$ cat src/design/isc_pkg.sv
// package: register map, field layouts, modes and state record of the i2c port block
package isc_pkg;

	// ==========================================================
	// register map (plain port, word index)
	localparam int unsigned ADDR_W = 3;
	localparam logic [ADDR_W-1:0] REG_CTRL1 = 3'h0;
	localparam logic [ADDR_W-1:0] REG_CTRL2 = 3'h1;
	localparam logic [ADDR_W-1:0] REG_CTRL3 = 3'h2;
	localparam logic [ADDR_W-1:0] REG_ADDR_BAUD = 3'h3;
	localparam logic [ADDR_W-1:0] REG_MASK = 3'h4;
	localparam logic [ADDR_W-1:0] REG_BUF = 3'h5;
	localparam logic [ADDR_W-1:0] REG_STATUS = 3'h6;

	// ==========================================================
	// port mode field codes
	localparam logic [3:0] MODE_SLAVE7 = 4'h6;
	localparam logic [3:0] MODE_SLAVE10 = 4'h7;
	localparam logic [3:0] MODE_MASTER = 4'h8;
	localparam logic [3:0] MODE_FW_MASTER = 4'hb;

	// ==========================================================
	// constants
	localparam logic [4:0] TEN_BIT_PREFIX = 5'h1e;
	localparam logic [7:0] MASK_RST = 8'hff;
	localparam logic [7:0] MASK_A7_1 = 8'hfe;
	localparam logic [3:0] BITS_PER_BYTE = 4'h8;
	localparam logic [3:0] ACK_CLOCK = 4'h9;

	// ==========================================================
	// register layouts, msb first
	typedef struct packed {
		logic [1:0] rsvd;
		logic port_enable_bit;
		logic clock_release_bit;
		logic [3:0] port_mode_field;
	} isc_ctrl1_s;

	typedef struct packed {
		logic general_call_enable;
		logic ack_status;
		logic ack_value_bit;
		logic ack_enable;
		logic receive_enable;
		logic stop_enable_bit;
		logic restart_enable;
		logic start_enable_bit;
	} isc_ctrl2_s;

	typedef struct packed {
		logic [6:0] rsvd;
		logic address_hold_enable;
	} isc_ctrl3_s;

	typedef struct packed {
		logic write_collision_flag;
		logic read_write;
		logic buf_full;
		logic stop_seen;
		logic start_seen;
		logic update_address_flag;
		logic bus_collision_flag;
		logic port_interrupt_flag;
	} isc_status_s;

	typedef enum logic [2:0] {SP_IDLE, SP_ADDR, SP_ADDR_LO, SP_DATA, SP_IGNORE} isc_sphase_e;
	typedef enum logic [2:0] {
		M_IDLE, M_START_WAIT, M_START_HOLD, M_BIT_LOW, M_BIT_HIGH,
		M_STOP_LOW, M_STOP_HIGH, M_STOP_SDA
	} isc_mstate_e;

	// ==========================================================
	// whole state of the block
	typedef struct packed {
		logic scl_m;
		logic sda_m;
		logic scl_s;
		logic sda_s;
		logic scl_p;
		logic sda_p;
		isc_ctrl1_s ctrl1;
		isc_ctrl2_s ctrl2;
		isc_ctrl3_s ctrl3;
		logic [7:0] addr_baud;
		logic [7:0] mask;
		logic [7:0] shift_buffer;
		isc_status_s stat;
		logic [7:0] rdata;
		isc_sphase_e s_phase;
		logic [3:0] s_bit;
		logic [7:0] shift_register;
		logic s_ack;
		logic s_hold;
		logic s_stretch;
		isc_mstate_e m_state;
		logic [7:0] baud_counter;
		logic [3:0] m_bit;
		logic [7:0] m_sh;
		logic m_rx;
		logic m_scl_low;
		logic m_sda_low;
		logic scl_oe_n;
		logic sda_oe_n;
	} isc_state_s;

	localparam isc_state_s ST_RST = '{
		scl_m: 1'b1, sda_m: 1'b1, scl_s: 1'b1, sda_s: 1'b1, scl_p: 1'b1, sda_p: 1'b1,
		mask: MASK_RST, s_phase: SP_IDLE, m_state: M_IDLE,
		scl_oe_n: 1'b1, sda_oe_n: 1'b1, default: '0
	};

endpackage : isc_pkg

$ cat src/design/isc_top.sv
// i2c port block: slave address match, clock hold, master start/byte/stop engine
//
// Design decisions made here: the strobed register port and the register addresses.
`timescale 1ns/1ps

// Contract
// - clock hold waits for scl low first
// - general call enable acks address zero
// - all-zero write address raises interrupt flag
// - general call never sets update-address flag
// - address hold also stretches general call
// - zero mask bit makes address bit don't-care
// - reset loads address mask all ones
// - mask covers A7:1, ten-bit low byte only
// - mode plus enable select master; pull only
// - start/stop seen cleared; bus free rule
// - firmware master: only start/stop detection
// - master events set port interrupt flag
// - buffer write before start done collides
// - master start/stop flagged on self-clear only
// - master transmits bytes, receives acknowledge
// - master receives bytes, sends acknowledge
// - baud counter reloads until scl high
// - busy buffer write is dropped, flags collision
// - second control low bits locked during start
// - start: reload, sda low, then scl low
// - start end clears enable, suspends counter
// - start collision sets flag and aborts
module isc_top
	import isc_pkg::*;
(
	input wire logic REF_CLK,
	input wire logic RESET_N,
	input wire logic [ADDR_W-1:0] ADDR,
	input wire logic [7:0] WDATA,
	input wire logic WR,
	input wire logic RD,
	output logic [7:0] RDATA,
	input wire logic SCL_IN,
	input wire logic SDA_IN,
	output logic SCL_OUT,
	output logic SCL_OE_N,
	output logic SDA_OUT,
	output logic SDA_OE_N
);

	isc_state_s st_r;
	isc_state_s st_nxt;

	// ==========================================================
	// next state
	always_comb begin
		logic start_det;
		logic stop_det;
		logic scl_rise;
		logic scl_fall;
		logic on;
		logic master;
		logic fw;
		logic slave;
		logic ten;
		logic m_busy;
		logic bus_free;
		logic gc;
		logic hit;
		logic slave_sda;
		isc_ctrl2_s w2;
		isc_status_s ws;
		start_det = st_r.scl_s & st_r.scl_p & st_r.sda_p & ~st_r.sda_s;
		stop_det = st_r.scl_s & st_r.scl_p & ~st_r.sda_p & st_r.sda_s;
		scl_rise = st_r.scl_s & ~st_r.scl_p;
		scl_fall = ~st_r.scl_s & st_r.scl_p;
		on = st_r.ctrl1.port_enable_bit;
		master = on && (st_r.ctrl1.port_mode_field == MODE_MASTER);
		fw = on && (st_r.ctrl1.port_mode_field == MODE_FW_MASTER);
		ten = st_r.ctrl1.port_mode_field == MODE_SLAVE10;
		slave = on && (ten || st_r.ctrl1.port_mode_field == MODE_SLAVE7);
		m_busy = (st_r.m_state != M_IDLE) || st_r.ctrl2.start_enable_bit
			|| st_r.ctrl2.stop_enable_bit || st_r.ctrl2.receive_enable;
		bus_free = st_r.stat.stop_seen || !st_r.stat.start_seen;
		gc = st_r.ctrl2.general_call_enable && (st_r.shift_register == 8'h00);
		hit = 1'b0;
		slave_sda = 1'b0;
		w2 = isc_ctrl2_s'(WDATA);
		ws = isc_status_s'(WDATA);
		st_nxt = st_r;
		// pin synchronisers, then one more stage for edge finding
		st_nxt.scl_m = SCL_IN;
		st_nxt.sda_m = SDA_IN;
		st_nxt.scl_s = st_r.scl_m;
		st_nxt.sda_s = st_r.sda_m;
		st_nxt.scl_p = st_r.scl_s;
		st_nxt.sda_p = st_r.sda_s;
		st_nxt.rdata = 8'h00;

		// register reads; data stand only in the following cycle
		if (RD) begin
			if (ADDR == REG_CTRL1) begin
				st_nxt.rdata = st_r.ctrl1;
			end else if (ADDR == REG_CTRL2) begin
				st_nxt.rdata = st_r.ctrl2;
			end else if (ADDR == REG_CTRL3) begin
				st_nxt.rdata = st_r.ctrl3;
			end else if (ADDR == REG_ADDR_BAUD) begin
				st_nxt.rdata = st_r.addr_baud;
			end else if (ADDR == REG_MASK) begin
				st_nxt.rdata = st_r.mask;
			end else if (ADDR == REG_BUF) begin
				st_nxt.rdata = st_r.shift_buffer;
				st_nxt.stat.buf_full = 1'b0;
			end else if (ADDR == REG_STATUS) begin
				st_nxt.rdata = st_r.stat;
			end
		end

		// register writes; hardware events below override them
		if (WR) begin
			if (ADDR == REG_CTRL1) begin
				st_nxt.ctrl1 = isc_ctrl1_s'(WDATA);
				st_nxt.ctrl1.rsvd = 2'b00;
			end else if (ADDR == REG_CTRL2) begin
				st_nxt.ctrl2.general_call_enable = w2.general_call_enable;
				st_nxt.ctrl2.ack_value_bit = w2.ack_value_bit;
				// no queueing: the low bits are frozen while a start runs
				if (!st_r.ctrl2.start_enable_bit && master && !m_busy) begin
					st_nxt.ctrl2.start_enable_bit = w2.start_enable_bit;
					st_nxt.ctrl2.stop_enable_bit = w2.stop_enable_bit;
					st_nxt.ctrl2.receive_enable = w2.receive_enable;
				end
			end else if (ADDR == REG_CTRL3) begin
				st_nxt.ctrl3.address_hold_enable = WDATA[0];
			end else if (ADDR == REG_ADDR_BAUD) begin
				st_nxt.addr_baud = WDATA;
				st_nxt.stat.update_address_flag = 1'b0;
			end else if (ADDR == REG_MASK) begin
				st_nxt.mask = WDATA;
			end else if (ADDR == REG_BUF) begin
				if (master && m_busy) begin
					st_nxt.stat.write_collision_flag = 1'b1;
				end else begin
					st_nxt.shift_buffer = WDATA;
					if (master) begin
						// a write in master idle launches a transmit byte
						st_nxt.stat.buf_full = 1'b1;
						st_nxt.m_sh = WDATA;
						st_nxt.m_rx = 1'b0;
						st_nxt.m_bit = 4'h0;
						st_nxt.baud_counter = st_r.addr_baud;
						st_nxt.m_scl_low = 1'b1;
						st_nxt.m_state = M_BIT_LOW;
					end
				end
			end else if (ADDR == REG_STATUS) begin
				st_nxt.stat.port_interrupt_flag = st_r.stat.port_interrupt_flag
					& ~ws.port_interrupt_flag;
				st_nxt.stat.bus_collision_flag = st_r.stat.bus_collision_flag
					& ~ws.bus_collision_flag;
				st_nxt.stat.write_collision_flag = st_r.stat.write_collision_flag
					& ~ws.write_collision_flag;
			end
		end

		// bus condition detection; only firmware master raises the flag on it
		if (start_det) begin
			st_nxt.stat.start_seen = 1'b1;
			st_nxt.stat.stop_seen = 1'b0;
		end else if (stop_det) begin
			st_nxt.stat.stop_seen = 1'b1;
			st_nxt.stat.start_seen = 1'b0;
		end
		if (fw && (start_det || stop_det)) begin
			st_nxt.stat.port_interrupt_flag = 1'b1;
		end

		// slave receive and address compare
		if (!slave) begin
			st_nxt.s_phase = SP_IDLE;
			st_nxt.s_ack = 1'b0;
		end else if (start_det) begin
			st_nxt.s_phase = SP_ADDR;
			st_nxt.s_bit = 4'h0;
			st_nxt.s_ack = 1'b0;
		end else if (stop_det) begin
			st_nxt.s_phase = SP_IDLE;
			st_nxt.s_ack = 1'b0;
		end else if (st_r.s_phase != SP_IDLE) begin
			if (scl_rise && st_r.s_bit < BITS_PER_BYTE) begin
				st_nxt.shift_register = {st_r.shift_register[6:0], st_r.sda_s};
				st_nxt.s_bit = st_r.s_bit + 4'h1;
			end else if (scl_rise && st_r.s_bit == BITS_PER_BYTE) begin
				st_nxt.s_bit = ACK_CLOCK;
			end else if (scl_fall && st_r.s_bit == ACK_CLOCK) begin
				st_nxt.s_ack = 1'b0;
				st_nxt.s_bit = 4'h0;
			end else if (scl_fall && st_r.s_bit == BITS_PER_BYTE) begin
				// byte complete at the 8th falling edge
				case (st_r.s_phase)
					SP_ADDR: begin
						if (gc) begin
							hit = 1'b1;
							st_nxt.s_phase = SP_DATA;
						end else if (ten) begin
							// high byte is compared exactly, mask not applied
							if (st_r.shift_register[7:3] == TEN_BIT_PREFIX
								&& st_r.shift_register[2:1] == st_r.addr_baud[2:1]
								&& !st_r.shift_register[0]) begin
								hit = 1'b1;
								st_nxt.stat.update_address_flag = 1'b1;
								st_nxt.s_phase = SP_ADDR_LO;
							end else begin
								st_nxt.s_phase = SP_IGNORE;
							end
						end else if (((st_r.shift_register ^ st_r.addr_baud) & st_r.mask
							& MASK_A7_1) == 8'h00) begin
							hit = 1'b1;
							st_nxt.s_phase = SP_DATA;
						end else begin
							st_nxt.s_phase = SP_IGNORE;
						end
						if (hit) begin
							st_nxt.stat.read_write = st_r.shift_register[0];
						end
					end
					SP_ADDR_LO: begin
						// flag raised even on a miss so software can restore the address
						st_nxt.stat.update_address_flag = 1'b1;
						st_nxt.stat.port_interrupt_flag = 1'b1;
						if (((st_r.shift_register ^ st_r.addr_baud) & st_r.mask) == 8'h00) begin
							hit = 1'b1;
							st_nxt.s_phase = SP_DATA;
						end else begin
							st_nxt.s_phase = SP_IGNORE;
						end
					end
					SP_DATA: begin
						hit = 1'b1;
					end
					default: begin
						hit = 1'b0;
					end
				endcase
				if (hit) begin
					st_nxt.s_ack = 1'b1;
					st_nxt.shift_buffer = st_r.shift_register;
					st_nxt.stat.buf_full = 1'b1;
					st_nxt.stat.port_interrupt_flag = 1'b1;
					st_nxt.s_hold = st_r.ctrl3.address_hold_enable && (st_r.s_phase != SP_DATA);
					if (st_r.ctrl3.address_hold_enable && st_r.s_phase != SP_DATA) begin
						st_nxt.ctrl1.clock_release_bit = 1'b0;
					end
				end
			end
		end
		// hold starts only once scl is seen low, ends when software releases
		st_nxt.s_stretch = slave && !st_r.ctrl1.clock_release_bit
			&& (st_r.s_stretch || !st_r.scl_s);

		// master engine; every wait counts the baud period
		if (!master) begin
			st_nxt.m_state = M_IDLE;
			st_nxt.m_scl_low = 1'b0;
			st_nxt.m_sda_low = 1'b0;
		end else begin
			case (st_r.m_state)
				M_IDLE: begin
					if (st_r.ctrl2.start_enable_bit) begin
						if ((!st_r.scl_s && !st_r.sda_s) || !bus_free) begin
							st_nxt.stat.bus_collision_flag = 1'b1;
							st_nxt.ctrl2.start_enable_bit = 1'b0;
						end else begin
							st_nxt.baud_counter = st_r.addr_baud;
							st_nxt.m_state = M_START_WAIT;
						end
					end else if (st_r.ctrl2.stop_enable_bit) begin
						st_nxt.m_scl_low = 1'b1;
						st_nxt.m_sda_low = 1'b1;
						st_nxt.baud_counter = st_r.addr_baud;
						st_nxt.m_state = M_STOP_LOW;
					end else if (st_r.ctrl2.receive_enable) begin
						st_nxt.m_rx = 1'b1;
						st_nxt.m_bit = 4'h0;
						st_nxt.m_scl_low = 1'b1;
						st_nxt.baud_counter = st_r.addr_baud;
						st_nxt.m_state = M_BIT_LOW;
					end
				end
				M_START_WAIT: begin
					if (!st_r.scl_s || (st_r.baud_counter == 8'h00 && !st_r.sda_s)) begin
						st_nxt.stat.bus_collision_flag = 1'b1;
						st_nxt.ctrl2.start_enable_bit = 1'b0;
						st_nxt.m_state = M_IDLE;
					end else if (st_r.baud_counter == 8'h00) begin
						st_nxt.m_sda_low = 1'b1;
						st_nxt.baud_counter = st_r.addr_baud;
						st_nxt.m_state = M_START_HOLD;
					end else begin
						st_nxt.baud_counter = st_r.baud_counter - 8'h01;
					end
				end
				M_START_HOLD: begin
					if (st_r.baud_counter == 8'h00) begin
						st_nxt.m_scl_low = 1'b1;
						st_nxt.ctrl2.start_enable_bit = 1'b0;
						st_nxt.stat.port_interrupt_flag = 1'b1;
						st_nxt.m_state = M_IDLE;
					end else begin
						st_nxt.baud_counter = st_r.baud_counter - 8'h01;
					end
				end
				M_BIT_LOW: begin
					// data bits: tx drives, rx floats; ninth bit the other way round
					if (st_r.m_bit == BITS_PER_BYTE) begin
						st_nxt.m_sda_low = st_r.m_rx && !st_r.ctrl2.ack_value_bit;
					end else begin
						st_nxt.m_sda_low = !st_r.m_rx && !st_r.m_sh[7];
					end
					if (st_r.baud_counter == 8'h00) begin
						st_nxt.m_scl_low = 1'b0;
						st_nxt.baud_counter = st_r.addr_baud;
						st_nxt.m_state = M_BIT_HIGH;
					end else begin
						st_nxt.baud_counter = st_r.baud_counter - 8'h01;
					end
				end
				M_BIT_HIGH: begin
					if (!st_r.scl_s) begin
						st_nxt.baud_counter = st_r.addr_baud;
					end else if (st_r.baud_counter == 8'h00) begin
						st_nxt.m_scl_low = 1'b1;
						st_nxt.m_bit = st_r.m_bit + 4'h1;
						st_nxt.baud_counter = st_r.addr_baud;
						st_nxt.m_state = M_BIT_LOW;
						if (st_r.m_bit == BITS_PER_BYTE) begin
							if (st_r.m_rx) begin
								st_nxt.shift_buffer = st_r.m_sh;
								st_nxt.stat.buf_full = 1'b1;
								st_nxt.ctrl2.receive_enable = 1'b0;
							end else begin
								st_nxt.ctrl2.ack_status = st_r.sda_s;
								st_nxt.stat.buf_full = 1'b0;
							end
							st_nxt.m_sda_low = 1'b0;
							st_nxt.stat.port_interrupt_flag = 1'b1;
							st_nxt.m_state = M_IDLE;
						end else begin
							st_nxt.m_sh = {st_r.m_sh[6:0], st_r.sda_s};
						end
					end else begin
						st_nxt.baud_counter = st_r.baud_counter - 8'h01;
					end
				end
				M_STOP_LOW: begin
					if (st_r.baud_counter == 8'h00) begin
						st_nxt.m_scl_low = 1'b0;
						st_nxt.baud_counter = st_r.addr_baud;
						st_nxt.m_state = M_STOP_HIGH;
					end else begin
						st_nxt.baud_counter = st_r.baud_counter - 8'h01;
					end
				end
				M_STOP_HIGH: begin
					if (!st_r.scl_s) begin
						st_nxt.baud_counter = st_r.addr_baud;
					end else if (st_r.baud_counter == 8'h00) begin
						st_nxt.m_sda_low = 1'b0;
						st_nxt.baud_counter = st_r.addr_baud;
						st_nxt.m_state = M_STOP_SDA;
					end else begin
						st_nxt.baud_counter = st_r.baud_counter - 8'h01;
					end
				end
				default: begin
					if (st_r.baud_counter == 8'h00) begin
						st_nxt.ctrl2.stop_enable_bit = 1'b0;
						st_nxt.stat.port_interrupt_flag = 1'b1;
						st_nxt.m_state = M_IDLE;
					end else begin
						st_nxt.baud_counter = st_r.baud_counter - 8'h01;
					end
				end
			endcase
		end

		// disabling the port forgets bus conditions and pending commands
		if (!on) begin
			st_nxt.stat.start_seen = 1'b0;
			st_nxt.stat.stop_seen = 1'b0;
			st_nxt.ctrl2.start_enable_bit = 1'b0;
			st_nxt.ctrl2.stop_enable_bit = 1'b0;
			st_nxt.ctrl2.receive_enable = 1'b0;
		end

		// open drain: enable low only while something must pull
		slave_sda = st_nxt.s_ack && !(st_nxt.s_hold && st_nxt.ctrl2.ack_value_bit);
		st_nxt.scl_oe_n = !(st_nxt.s_stretch || st_nxt.m_scl_low);
		st_nxt.sda_oe_n = !(slave_sda || st_nxt.m_sda_low);
	end

	// ==========================================================
	// state register
	always_ff @(posedge REF_CLK or negedge RESET_N) begin
		if (!RESET_N) begin
			st_r <= ST_RST;
		end else begin
			st_r <= st_nxt;
		end
	end

	assign RDATA = st_r.rdata;
	assign SCL_OUT = st_r.ctrl1.rsvd[0]; // constant zero flop, pin only ever pulls low
	assign SDA_OUT = st_r.ctrl1.rsvd[1];
	assign SCL_OE_N = st_r.scl_oe_n;
	assign SDA_OE_N = st_r.sda_oe_n;

	// ==========================================================
	// checks
	chk_hold_after_low: assert property (@(posedge REF_CLK) disable iff (!RESET_N)
		$rose(st_r.s_stretch) |-> !$past(st_r.scl_s))
		else $error("slave pulled scl before it was low");
	chk_mask_reset: assert property (@(posedge REF_CLK)
		$rose(RESET_N) |-> st_r.mask == MASK_RST)
		else $error("mask not all ones after reset");
	chk_gc_flag: assert property (@(posedge REF_CLK) disable iff (!RESET_N)
		st_r.s_phase == SP_ADDR && st_r.s_bit == BITS_PER_BYTE && st_r.scl_p && !st_r.scl_s
		&& st_r.ctrl2.general_call_enable && st_r.shift_register == 8'h00
		&& st_r.ctrl1.port_enable_bit && !st_r.ctrl1.port_mode_field[3]
		|=> st_r.stat.port_interrupt_flag && st_r.s_ack && !$changed(st_r.stat.update_address_flag))
		else $error("general call not acknowledged");
	chk_write_collision_flag_busy: assert property (@(posedge REF_CLK) disable iff (!RESET_N)
		WR && ADDR == REG_BUF && st_r.m_state != M_IDLE
		|=> st_r.stat.write_collision_flag && $stable(st_r.shift_buffer))
		else $error("busy buffer write not refused");
	chk_ctrl2_lock: assert property (@(posedge REF_CLK) disable iff (!RESET_N)
		WR && ADDR == REG_CTRL2 && st_r.ctrl2.start_enable_bit
		|=> $stable(st_r.ctrl2.stop_enable_bit) && $stable(st_r.ctrl2.receive_enable))
		else $error("control written during start");
	chk_start_sda: assert property (@(posedge REF_CLK) disable iff (!RESET_N)
		st_r.m_state == M_START_WAIT && st_r.baud_counter == 8'h00 && st_r.scl_s && st_r.sda_s
		&& st_r.ctrl1.port_enable_bit
		|=> st_r.m_state == M_START_HOLD ##1 !st_r.sda_oe_n && st_r.scl_oe_n)
		else $error("start did not drive sda alone");
	chk_start_done: assert property (@(posedge REF_CLK) disable iff (!RESET_N)
		st_r.m_state == M_START_HOLD && st_r.baud_counter == 8'h00 && st_r.ctrl1.port_enable_bit
		|=> !st_r.ctrl2.start_enable_bit && st_r.stat.port_interrupt_flag
		##1 !st_r.sda_oe_n && !st_r.scl_oe_n)
		else $error("start end sequence wrong");
	chk_start_abort: assert property (@(posedge REF_CLK) disable iff (!RESET_N)
		st_r.m_state == M_START_WAIT && !st_r.scl_s && st_r.ctrl1.port_enable_bit
		|=> st_r.stat.bus_collision_flag && st_r.m_state == M_IDLE)
		else $error("start collision not aborted");
	chk_baud_pause: assert property (@(posedge REF_CLK) disable iff (!RESET_N)
		st_r.m_state == M_BIT_HIGH && !st_r.scl_s && st_r.ctrl1.port_enable_bit
		|=> st_r.baud_counter == $past(st_r.addr_baud))
		else $error("baud counter ran while scl low");
	chk_off_clear: assert property (@(posedge REF_CLK) disable iff (!RESET_N)
		!st_r.ctrl1.port_enable_bit |=> !st_r.stat.start_seen && !st_r.stat.stop_seen)
		else $error("seen flags kept while disabled");
	cov_start: cover property (@(posedge REF_CLK) disable iff (!RESET_N)
		st_r.m_state == M_START_HOLD ##1 st_r.m_state == M_IDLE);
	cov_byte: cover property (@(posedge REF_CLK) disable iff (!RESET_N)
		st_r.m_state == M_BIT_HIGH && st_r.m_bit == BITS_PER_BYTE ##1 st_r.m_state == M_IDLE);
	cov_slave_hit: cover property (@(posedge REF_CLK) disable iff (!RESET_N)
		$rose(st_r.s_ack));

endmodule : isc_top

$ cat config.mk
export PLATFORM = sky130hd
export DESIGN_NAME = isc_top
export DESIGN_NICKNAME = d
export VERILOG_FILES = /design/src/design/isc_pkg.sv /design/src/design/isc_top.sv
export SDC_FILE = /design/constraint.sdc
export NUM_CORES = 1
export LEC_CHECK = 0
export BUFFER_PORTS_ARGS = -buffer_cell sky130_fd_sc_hd__buf_4
export CAP_MARGIN = 5
export CORE_MARGIN = 10
export CORE_UTILIZATION = 35
export DETAILED_ROUTE_END_ITERATION = 12
export GPL_TIMING_DRIVEN = 0
export PLACE_DENSITY = 0.58
export SYNTH_ARGS = -nofsm -noshare
export SYNTH_HDL_FRONTEND = slang
export SYNTH_SLANG_ARGS = --single-unit
$ cat constraint.sdc
create_clock -name REF_CLK -period 2.8 [get_ports REF_CLK]
set_input_delay 0.56 -clock REF_CLK [delete_from_list [all_inputs] [get_ports REF_CLK]]
set_output_delay 0.56 -clock REF_CLK [all_outputs]
set_load 0.01 [all_outputs]
== After elaboration in Yosys (flattened, before gate mapping) ==
Cells that the tools add are included.

* Register bits: 105
* Output and inout bits: 12
* Bits of input ports: 17
* Logic and storage cells: 446

* Bitwise operators: 30
* Mux-type cells: 262
* Add/sub/neg operators: 3
* Reductions and logical operators: 73
* Order comparisons: 1
* Equal/unequal tests: 34

{| class="wikitable"
|+ Operators by type and width
! operator !! count
|-
| 8-bit 2-to-1 mux || 32
|-
| 25-bit 2-to-1 mux || 9
|-
| 1-bit 2-to-1 mux || 138
|-
| 3-bit 2-to-1 mux || 26
|-
| 11-bit case mux with 6 select lines || 1
|-
| 9-bit 2-to-1 mux || 6
|-
| 2-bit 2-to-1 mux || 24
|-
| 12-bit 2-to-1 mux || 3
|-
| 11-bit 2-to-1 mux || 3
|-
| 8-bit zero test || 4
|-
| 1-bit logical AND || 23
|-
| 21-bit 2-to-1 mux || 1
|-
| 4-bit equality test (second input constant) || 5
|-
| 4-bit 2-to-1 mux || 5
|-
| 3-bit by 2-bit equality test with 1-bit output (second input constant) || 6
|-
| 3-bit equality test (second input constant) || 6
|-
| 1-bit NOT || 18
|-
| 6-bit AND reduction || 3
|-
| 17-bit 2-to-1 mux || 1
|-
| 15-bit 2-to-1 mux || 1
|-
| 1-bit zero test || 14
|-
| 4-bit != test (second input constant) || 3
|-
| 1-bit logical OR || 11
|-
| 1-bit bitwise AND || 10
|-
| 37 further kinds || 50
|}

== Depth between registers and ports, before layout ==
Gate-level depths: netlist (run 1).

* Depth in word-level cells: 39
* Mapped depth: 11
* Gate-level depth less buffers: 9

== Worst setup path before layout (run 1) ==
OpenSTA, ideal clock, no wires.

* Kind: reg-to-reg
* From: register st_r[17] (netlist bit)
* To: register st_r[21] (netlist bit)
* Stages on the path, launching flop included: 10
* Clock period less this slack: 2.426 ns
* Required time: 2.669 ns
* Path buffers: 0
* Library setup time: 0.131 ns
* Setup slack: 0.374 ns
* Arrival: 2.294 ns
* Path through: dfrtp_1 -> inv_1 -> ha_1 -> or4b_4 -> or3b_4 -> nand3_2 -> and3_1 -> o21ai_2 -> a221oi_2 -> a22oi_1

{| class="wikitable"
|+ RTL lines
! item !! line !! source
|-
| start, declared || isc_top.sv:47 || <nowiki>isc_state_s st_r;</nowiki>
|-
| start signal, assigned || isc_top.sv:405 || <nowiki>st_r <= st_nxt;</nowiki>
|}

==> flow_metrics.tcl, run 1 <==
set metrics [dict create \
    wl_per_cell_um 19.58 \
    use_met1 0.2225 \
    ir_worst_vdd_mv 0.4990 \
    grt_pass1_vias 5167 \
    setup_slack_ns 0.09692 \
    ant_nets 0 \
    drtPass1Iterations 5 \
    final_util 0.4035 \
    synth_top_cells_by_count "dfrtp_1, nand2_1, o21ai_0" \
    synth_area_per_cell_um2 9.151 \
    die_w_um 154.4 \
    hold_viol 0 \
    rsz0062_at_grt "false" \
    met3_usage 0.03356 \
    hold_slack_ns 0.1743 \
    hold_buffers 0 \
    cts_buffers 9 \
    intPower_uw 2740 \
    port_buffers 25 \
    vias_per_cell 5.680 \
    yosysUniqueCellTypes 74 \
    n_antenna_cell 0 \
    post-route-drc-count 0 \
    setup.worst_path.end_class "flop" \
    cts-root-buf "clkbuf_16" \
    netlist_instances 691 \
    p_sw_uw 1295 \
    cts_tree "built" \
    path_cells "inv_2, ha_2, or4b_4, or3b_4, nand3_2, and3_4, o21ai_2, a221oi_2, a22oi_1" \
    vias 5493 \
    dieArea_um2 23840 \
    antenna_found_initial 0 \
    synthAdderAreaFrac 0.01187 \
    synth_warnings 0 \
    path_clk_slew_ns 0.07 \
    dpl.hpwl_um 13990 \
    grt_busiest_layer "met2" \
    slowest_delay_ns 0.51 \
    worstPathRequired_ns 3.04 \
    cpMaxStageDelayCell "or4b_4" \
    drv_cap 0 \
    fmax_ghz 0.3699 \
    clk-insertion-delay-late_ns 0.36 \
    die_y_um 154.4 \
    clock_path_buffers 2 \
    synth_top_cells_by_area "dfrtp_1, mux2_2, dfstp_2, o21ai_0, nand2_1" \
    gp_congestion 0.9023 \
    powerDensity_nw_per_um2 560.5 \
    setup_viol 0 \
    syn_to_final_growth_pct 13.85 \
    cts.htree.levels 3 \
    yosysSeqAreaShare 0.4187 \
    clock_sinks 105 \
    cellLeakagePower_uw 0.003016 \
    synth-main-ff-cell "dfrtp_1" \
    grt_max_degree 68 \
    core_area_um2 17840 \
    rows 49 \
    power_frac_seq 0.495 \
    drtIter0Drc 620 \
    outcome "finished, final reports clean" \
    synth-simple-area-share 0.1852 \
    place_ws_ns -0.2300 \
    final_nets 756 \
    synth_top_area_frac 0.3522 \
    gr-usage-met2 0.2317 \
    routed_wl_um 18940 \
    start_util 0.3544 \
    slew_violations 0 \
    synthMuxAreaShare 0.1150 \
    synth_xor_area_frac 0.01801 \
    grt_pass1_wl_um 29830 \
    pin_count 29 \
    arrival_ns 2.94 \
    synth_top_family_by_area "compound AO/OA/AOI/OAI gates" \
    clkPwrFrac 0.305 \
    fin_skew_ns 0.007450 \
    period_share 0.9654 \
    synth_compound_area_frac 0.2028 \
    syn-cell-area_um2 6324 \
    overflow 0 \
    switching_share 0.3210 \
    async_flop_share 1.000 \
    ys_ff_latch 105 \
    min_path_type "in2async" \
    synth-edff-count 0 \
    crit_fanout 6 \
    tightest_slew_ns 1.246 \
    maxSlewHeadroom 0.1629 \
    fin_crit_ns 2.703 \
    synth_area_leader_cell "dfrtp_1" \
    synth_most_common_cell "dfrtp_1" \
    grt_usage 0.1557 \
    drive_above_1_share 0.2060 \
    critPathLaunchType "flop" \
    combPwrFrac 0.200 \
    criticalPathCategory "reg2reg" \
]
==> metal layers <==
metal | up-vias | wire length (um)
li1 | 2594 | -
met1 | 2678 | 8961
met2 | 199 | 8232
met3 | 22 | 1489
met4 | 0 | 252
met5 | - | 0
==> layout make-up <==
class	count	area [um^2]
fill	1776	10640
multi-input combinational	520	3433
sequential	105	2649
tap	229	286.5
timing repair buffer	30	245.2
clock buffer	11	242.7
buffer	47	230.2
inverter	20	75.07
clock inverter	5	37.54
==> state kept, by name, indices dropped and copies added, names as in the netlist <==
| signal | flops |
|---|---|
| st_r | 91 |
| SCL_OE_N | 1 |
| RDATA | 8 |
| st_nxt | 4 |
| SDA_OE_N | 1 |
==> critical path: cells and delay by family, from the launching register on <==
kind | cells | cell delay, ns
compound gates | 3 | 0.52
fa+ha+maj | 1 | 0.21
buf+inv | 1 | 0.10
flops | 1 | 0.45
simple gates | 4 | 1.31
==> placed cells by master, fill, tap and decap left out, types with 10 or more instances in the layout <==
master | netlist | layout
nand4_1 | 10 | 10
a31oi_1 | 14 | 14
nor2_1 | 45 | 44
nand3_1 | 19 | 19
mux2i_1 | 22 | 22
nand2_1 | 70 | 69
buf_4 | 11 | 41
o21ai_0 | 61 | 61
inv_1 | 20 | 19
dfrtp_1 | 89 | 88
mux2_2 | 41 | 41
dfstp_2 | 16 | 16
a21oi_1 | 45 | 45
nor3_1 | 21 | 21
nor2b_1 | 17 | 16
clkbuf_1 | 22 | 23
==> through the flow <==
| step | std cells | power (uW) | cell area [um^2] | setup TNS [ns] |
|---|---|---|---|---|
| CTS | 966 | 4043 | 7148 | 0 |
| finish | 967 | 4036 | 7199 | 0 |
| global placement | 946 | 2790 | 6802 | -3.769 |
| global route | 967 | 4254 | 7199 | 0 |
| floorplan | 692 | 2475 | 6327 | 0 |
| detailed placement | 947 | 2803 | 6829 | -2.427 |
==> power groups by stage <==
stage               combinational (uW)  sequential, uW  clock (uW)
finish                             806            2000        1230
global route                       900            2020        1330
floorplan                          572            1900           0
global placement                   782            2010           0
CTS                                798            1980        1260
detailed placement                 795            2010           0
==> cell families after synthesis <==
| family | after synthesis |
|---|---|
| adder cells (fa/ha/maj) | 6 |
| AO/OA/AOI/OAI | 202 |
| AND/OR/NAND/NOR | 231 |
| XOR/XNOR | 13 |
| buffers and inverters | 67 |
| multiplexers | 66 |
| flip-flops | 105 |
| other | 1 |
==> final timing paths <==
kind                                        from                     to  slack, ns  cells past startpoint
max                           st_r[17]$_DFF_PN0_     st_r[21]$_DFF_PN0_        0.1                      9
min                                      RESET_N   st_r[41]$_DFFE_PN0P_       0.17                      1
max reg2reg                   st_r[17]$_DFF_PN0_     st_r[21]$_DFF_PN0_        0.1                      9
min reg2reg                st_nxt[113]$_DFF_PN1_  st_nxt[111]$_DFF_PN1_       0.35                      0
max in group asynchronous                RESET_N   st_r[72]$_DFFE_PN1P_       1.87                      2
min in group REF_CLK                      SDA_IN  st_nxt[112]$_DFF_PN1_       0.30                      1
==> what timing repair did <==
action / in CTS / in global routing
endpoints found under the hold margin: 0 / 0
gates resized for setup: 4 / 13
setup buffers: 3 / 1
endpoints found under the setup margin: 18 / 34
pin swaps: 2 / 2
(Power assumes the default switching activity.)
==> run 2, diff against run 1 <==
--- a/config.mk
+++ b/config.mk
@@ -5,13 +5,13 @@
 export SDC_FILE = /design/constraint.sdc
 export NUM_CORES = 1
 export LEC_CHECK = 0
-export BUFFER_PORTS_ARGS = -buffer_cell sky130_fd_sc_hd__buf_4
 export CAP_MARGIN = 5
 export CORE_MARGIN = 10
 export CORE_UTILIZATION = 35
 export DETAILED_ROUTE_END_ITERATION = 12
+export DONT_BUFFER_PORTS = 1
 export GPL_TIMING_DRIVEN = 0
-export PLACE_DENSITY = 0.58
+export PLACE_DENSITY = 0.57
 export SYNTH_ARGS = -nofsm -noshare
 export SYNTH_HDL_FRONTEND = slang
 export SYNTH_SLANG_ARGS = --single-unit
==> flow_metrics.tcl, run 2 (synthesized netlist as in run 1, its figures left out) <==
set metrics [dict create \
    outcome "finished, final reports clean" \
    criticalPathCategory "reg2reg" \
    maxSlewHeadroom 0.1124 \
    switching_share 0.3284 \
    drive_above_1_share 0.1798 \
    setup_viol 0 \
    dr_wl_met2_um 9153 \
    final_util 0.3936 \
    hold_slack_ns 0.04133 \
    powerDensity_nw_per_um2 573.3 \
    clock_sinks 105 \
    fin_setup_tns_ns 0 \
    routed-wl-met3_um 1436 \
    drtPass1Iterations 5 \
    dieArea_um2 23840 \
    critPathLaunchType "flop" \
    wl_met1_um 9569 \
    min_path_type "in2async" \
    hold_viol 0 \
    largest_reg_flops 91 \
    port_buffers 0 \
    n_antenna_cell 0 \
    grt_pass1_wl_um 31900 \
    dpl.hpwl_um 14920 \
    fin_skew_ns 0.009193 \
    drv_cap 0 \
    p_sw_uw 1322 \
    ant_nets 0 \
    power_frac_seq 0.496 \
    arrival_ns 2.94 \
    routed_wl_um 20520 \
    tightest_slew_ns 1.321 \
    setup.worst_path.end_class "flop" \
    vias_per_cell 5.965 \
    rsz0062_at_grt "false" \
    clock_path_buffers 2 \
    slowest_delay_ns 0.51 \
    fin_crit_ns 2.711 \
    final_cell_count_no_fill 941 \
    cpMaxStageDelayCell "or4b_4" \
    path_cells "inv_2, ha_2, or4b_4, or3b_4, nand3_2, and3_2, o311ai_1, a221oi_1, a21oi_1" \
    worstPathRequired_ns 3.03 \
    top_layer "met4" \
    die_w_um 154.4 \
    intPower_uw 2703 \
    fmax_ghz 0.3688 \
    path_clk_slew_ns 0.07 \
    placedCellCount 921 \
    overflow 0 \
    die_y_um 154.4 \
    cts-root-buf "clkbuf_16" \
    slew_violations 0 \
    core_area_um2 17840 \
    grt_pass1_vias 5320 \
    layout_commonest_cell "dfrtp_1" \
    grt_max_degree 90 \
    wl_per_cell_um 21.81 \
    setup_slack_ns 0.08885 \
    clkPwrFrac 0.314 \
    antenna_found_initial 0 \
    clk-insertion-delay-late_ns 0.37 \
    cts_buffers 9 \
    rows 49 \
    period_share 0.9683 \
    cts_tree "built" \
    gp_congestion 0.9162 \
    pin_count 29 \
    place_ws_ns -0.2662 \
    regMostFlops "st_r" \
    grt_usage 0.1691 \
    post-route-drc-count 0 \
    drtIter0Drc 565 \
    syn_to_final_growth_pct 11.04 \
    cellLeakagePower_uw 0.002858 \
    cts.htree.levels 3 \
    final_cell_mix "dfrtp_1, nand2_1, o21ai_0" \
    start_util 0.3544 \
    vias 5613 \
    combPwrFrac 0.191 \
    crit_fanout 6 \
    ir_worst_vdd_mv 0.3082 \
    final_nets 730 \
]
==> run 2: path summary, 6_finish.rpt <==
| check | from | end | slack, ns | cells after the start |
|---|---|---|---|---|
| hold reg to reg | st_nxt[112]$_DFF_PN1_ | st_nxt[110]$_DFF_PN1_ | 0.36 | 0 |
| setup reg to reg | st_r[17]$_DFF_PN0_ | st_r[22]$_DFF_PN0_ | 0.09 | 9 |
| hold / removal | RESET_N | SCL_OE_N$_DFF_PN1_ | 0.04 | 0 |
| min in group REF_CLK | SDA_IN | st_nxt[112]$_DFF_PN1_ | 0.18 | 0 |
| max in group asynchronous | RESET_N | st_r[17]$_DFF_PN0_ | 2.31 | 1 |
| setup / recovery | st_r[17]$_DFF_PN0_ | st_r[22]$_DFF_PN0_ | 0.09 | 9 |
==> run 2: worst max-delay path: cells and delay by family (launching register included) <==
kind | cells | cell delay, ns
buffers and inverters | 1 | 0.09
DFF | 1 | 0.45
adders and majority gates | 1 | 0.21
AOI/OAI and AO/OA | 3 | 0.50
and+or+nand+nor | 4 | 1.31
==> run 2: layout make-up <==
type | instances | area, um^2
Sequential cell | 105 | 2649
Timing Repair Buffer | 4 | 50.05
Clock buffer | 9 | 225.2
Buffer | 47 | 234.0
Tap cell | 229 | 286.5
Multi-Input combinational cell | 520 | 3437
Fill cell | 1792 | 10820
Clock inverter | 7 | 65.06
Inverter | 20 | 75.07
==> run 2: power groups by stage <==
stage	clock, uW	sequential (uW)	combinational [uW]
2_1_floorplan	0	1900	572
3_5_place_dp	0	2010	718
6_report	1260	2000	768
5_1_grt	1350	2020	858
4_1_cts	1290	1980	755
3_3_place_gp	0	2010	703
==> run 2: through the flow <==
step	power (uW)	area, um^2
6_report	4025	7022
5_1_grt	4232	7022
4_1_cts	4028	6969
3_5_place_dp	2732	6614
3_3_place_gp	2709	6614
2_1_floorplan	2475	6327
==> run 2: metal layers <==
layer / vias up / track usage
li1: 2552 / -
met1: 2812 / 0.2405
met2: 219 / 0.2541
met3: 30 / 0.03439
met4: 0 / 0.04318
met5: - / 0
==> run 2: repair_timing <==
action,CTS,global route
gates cloned,0,0
buffers inserted,3,0
gates resized for setup,4,15
pin swaps,2,0
endpoints found under the setup margin,19,33
hold buffers,1,0
hold endpoints to repair,89,0
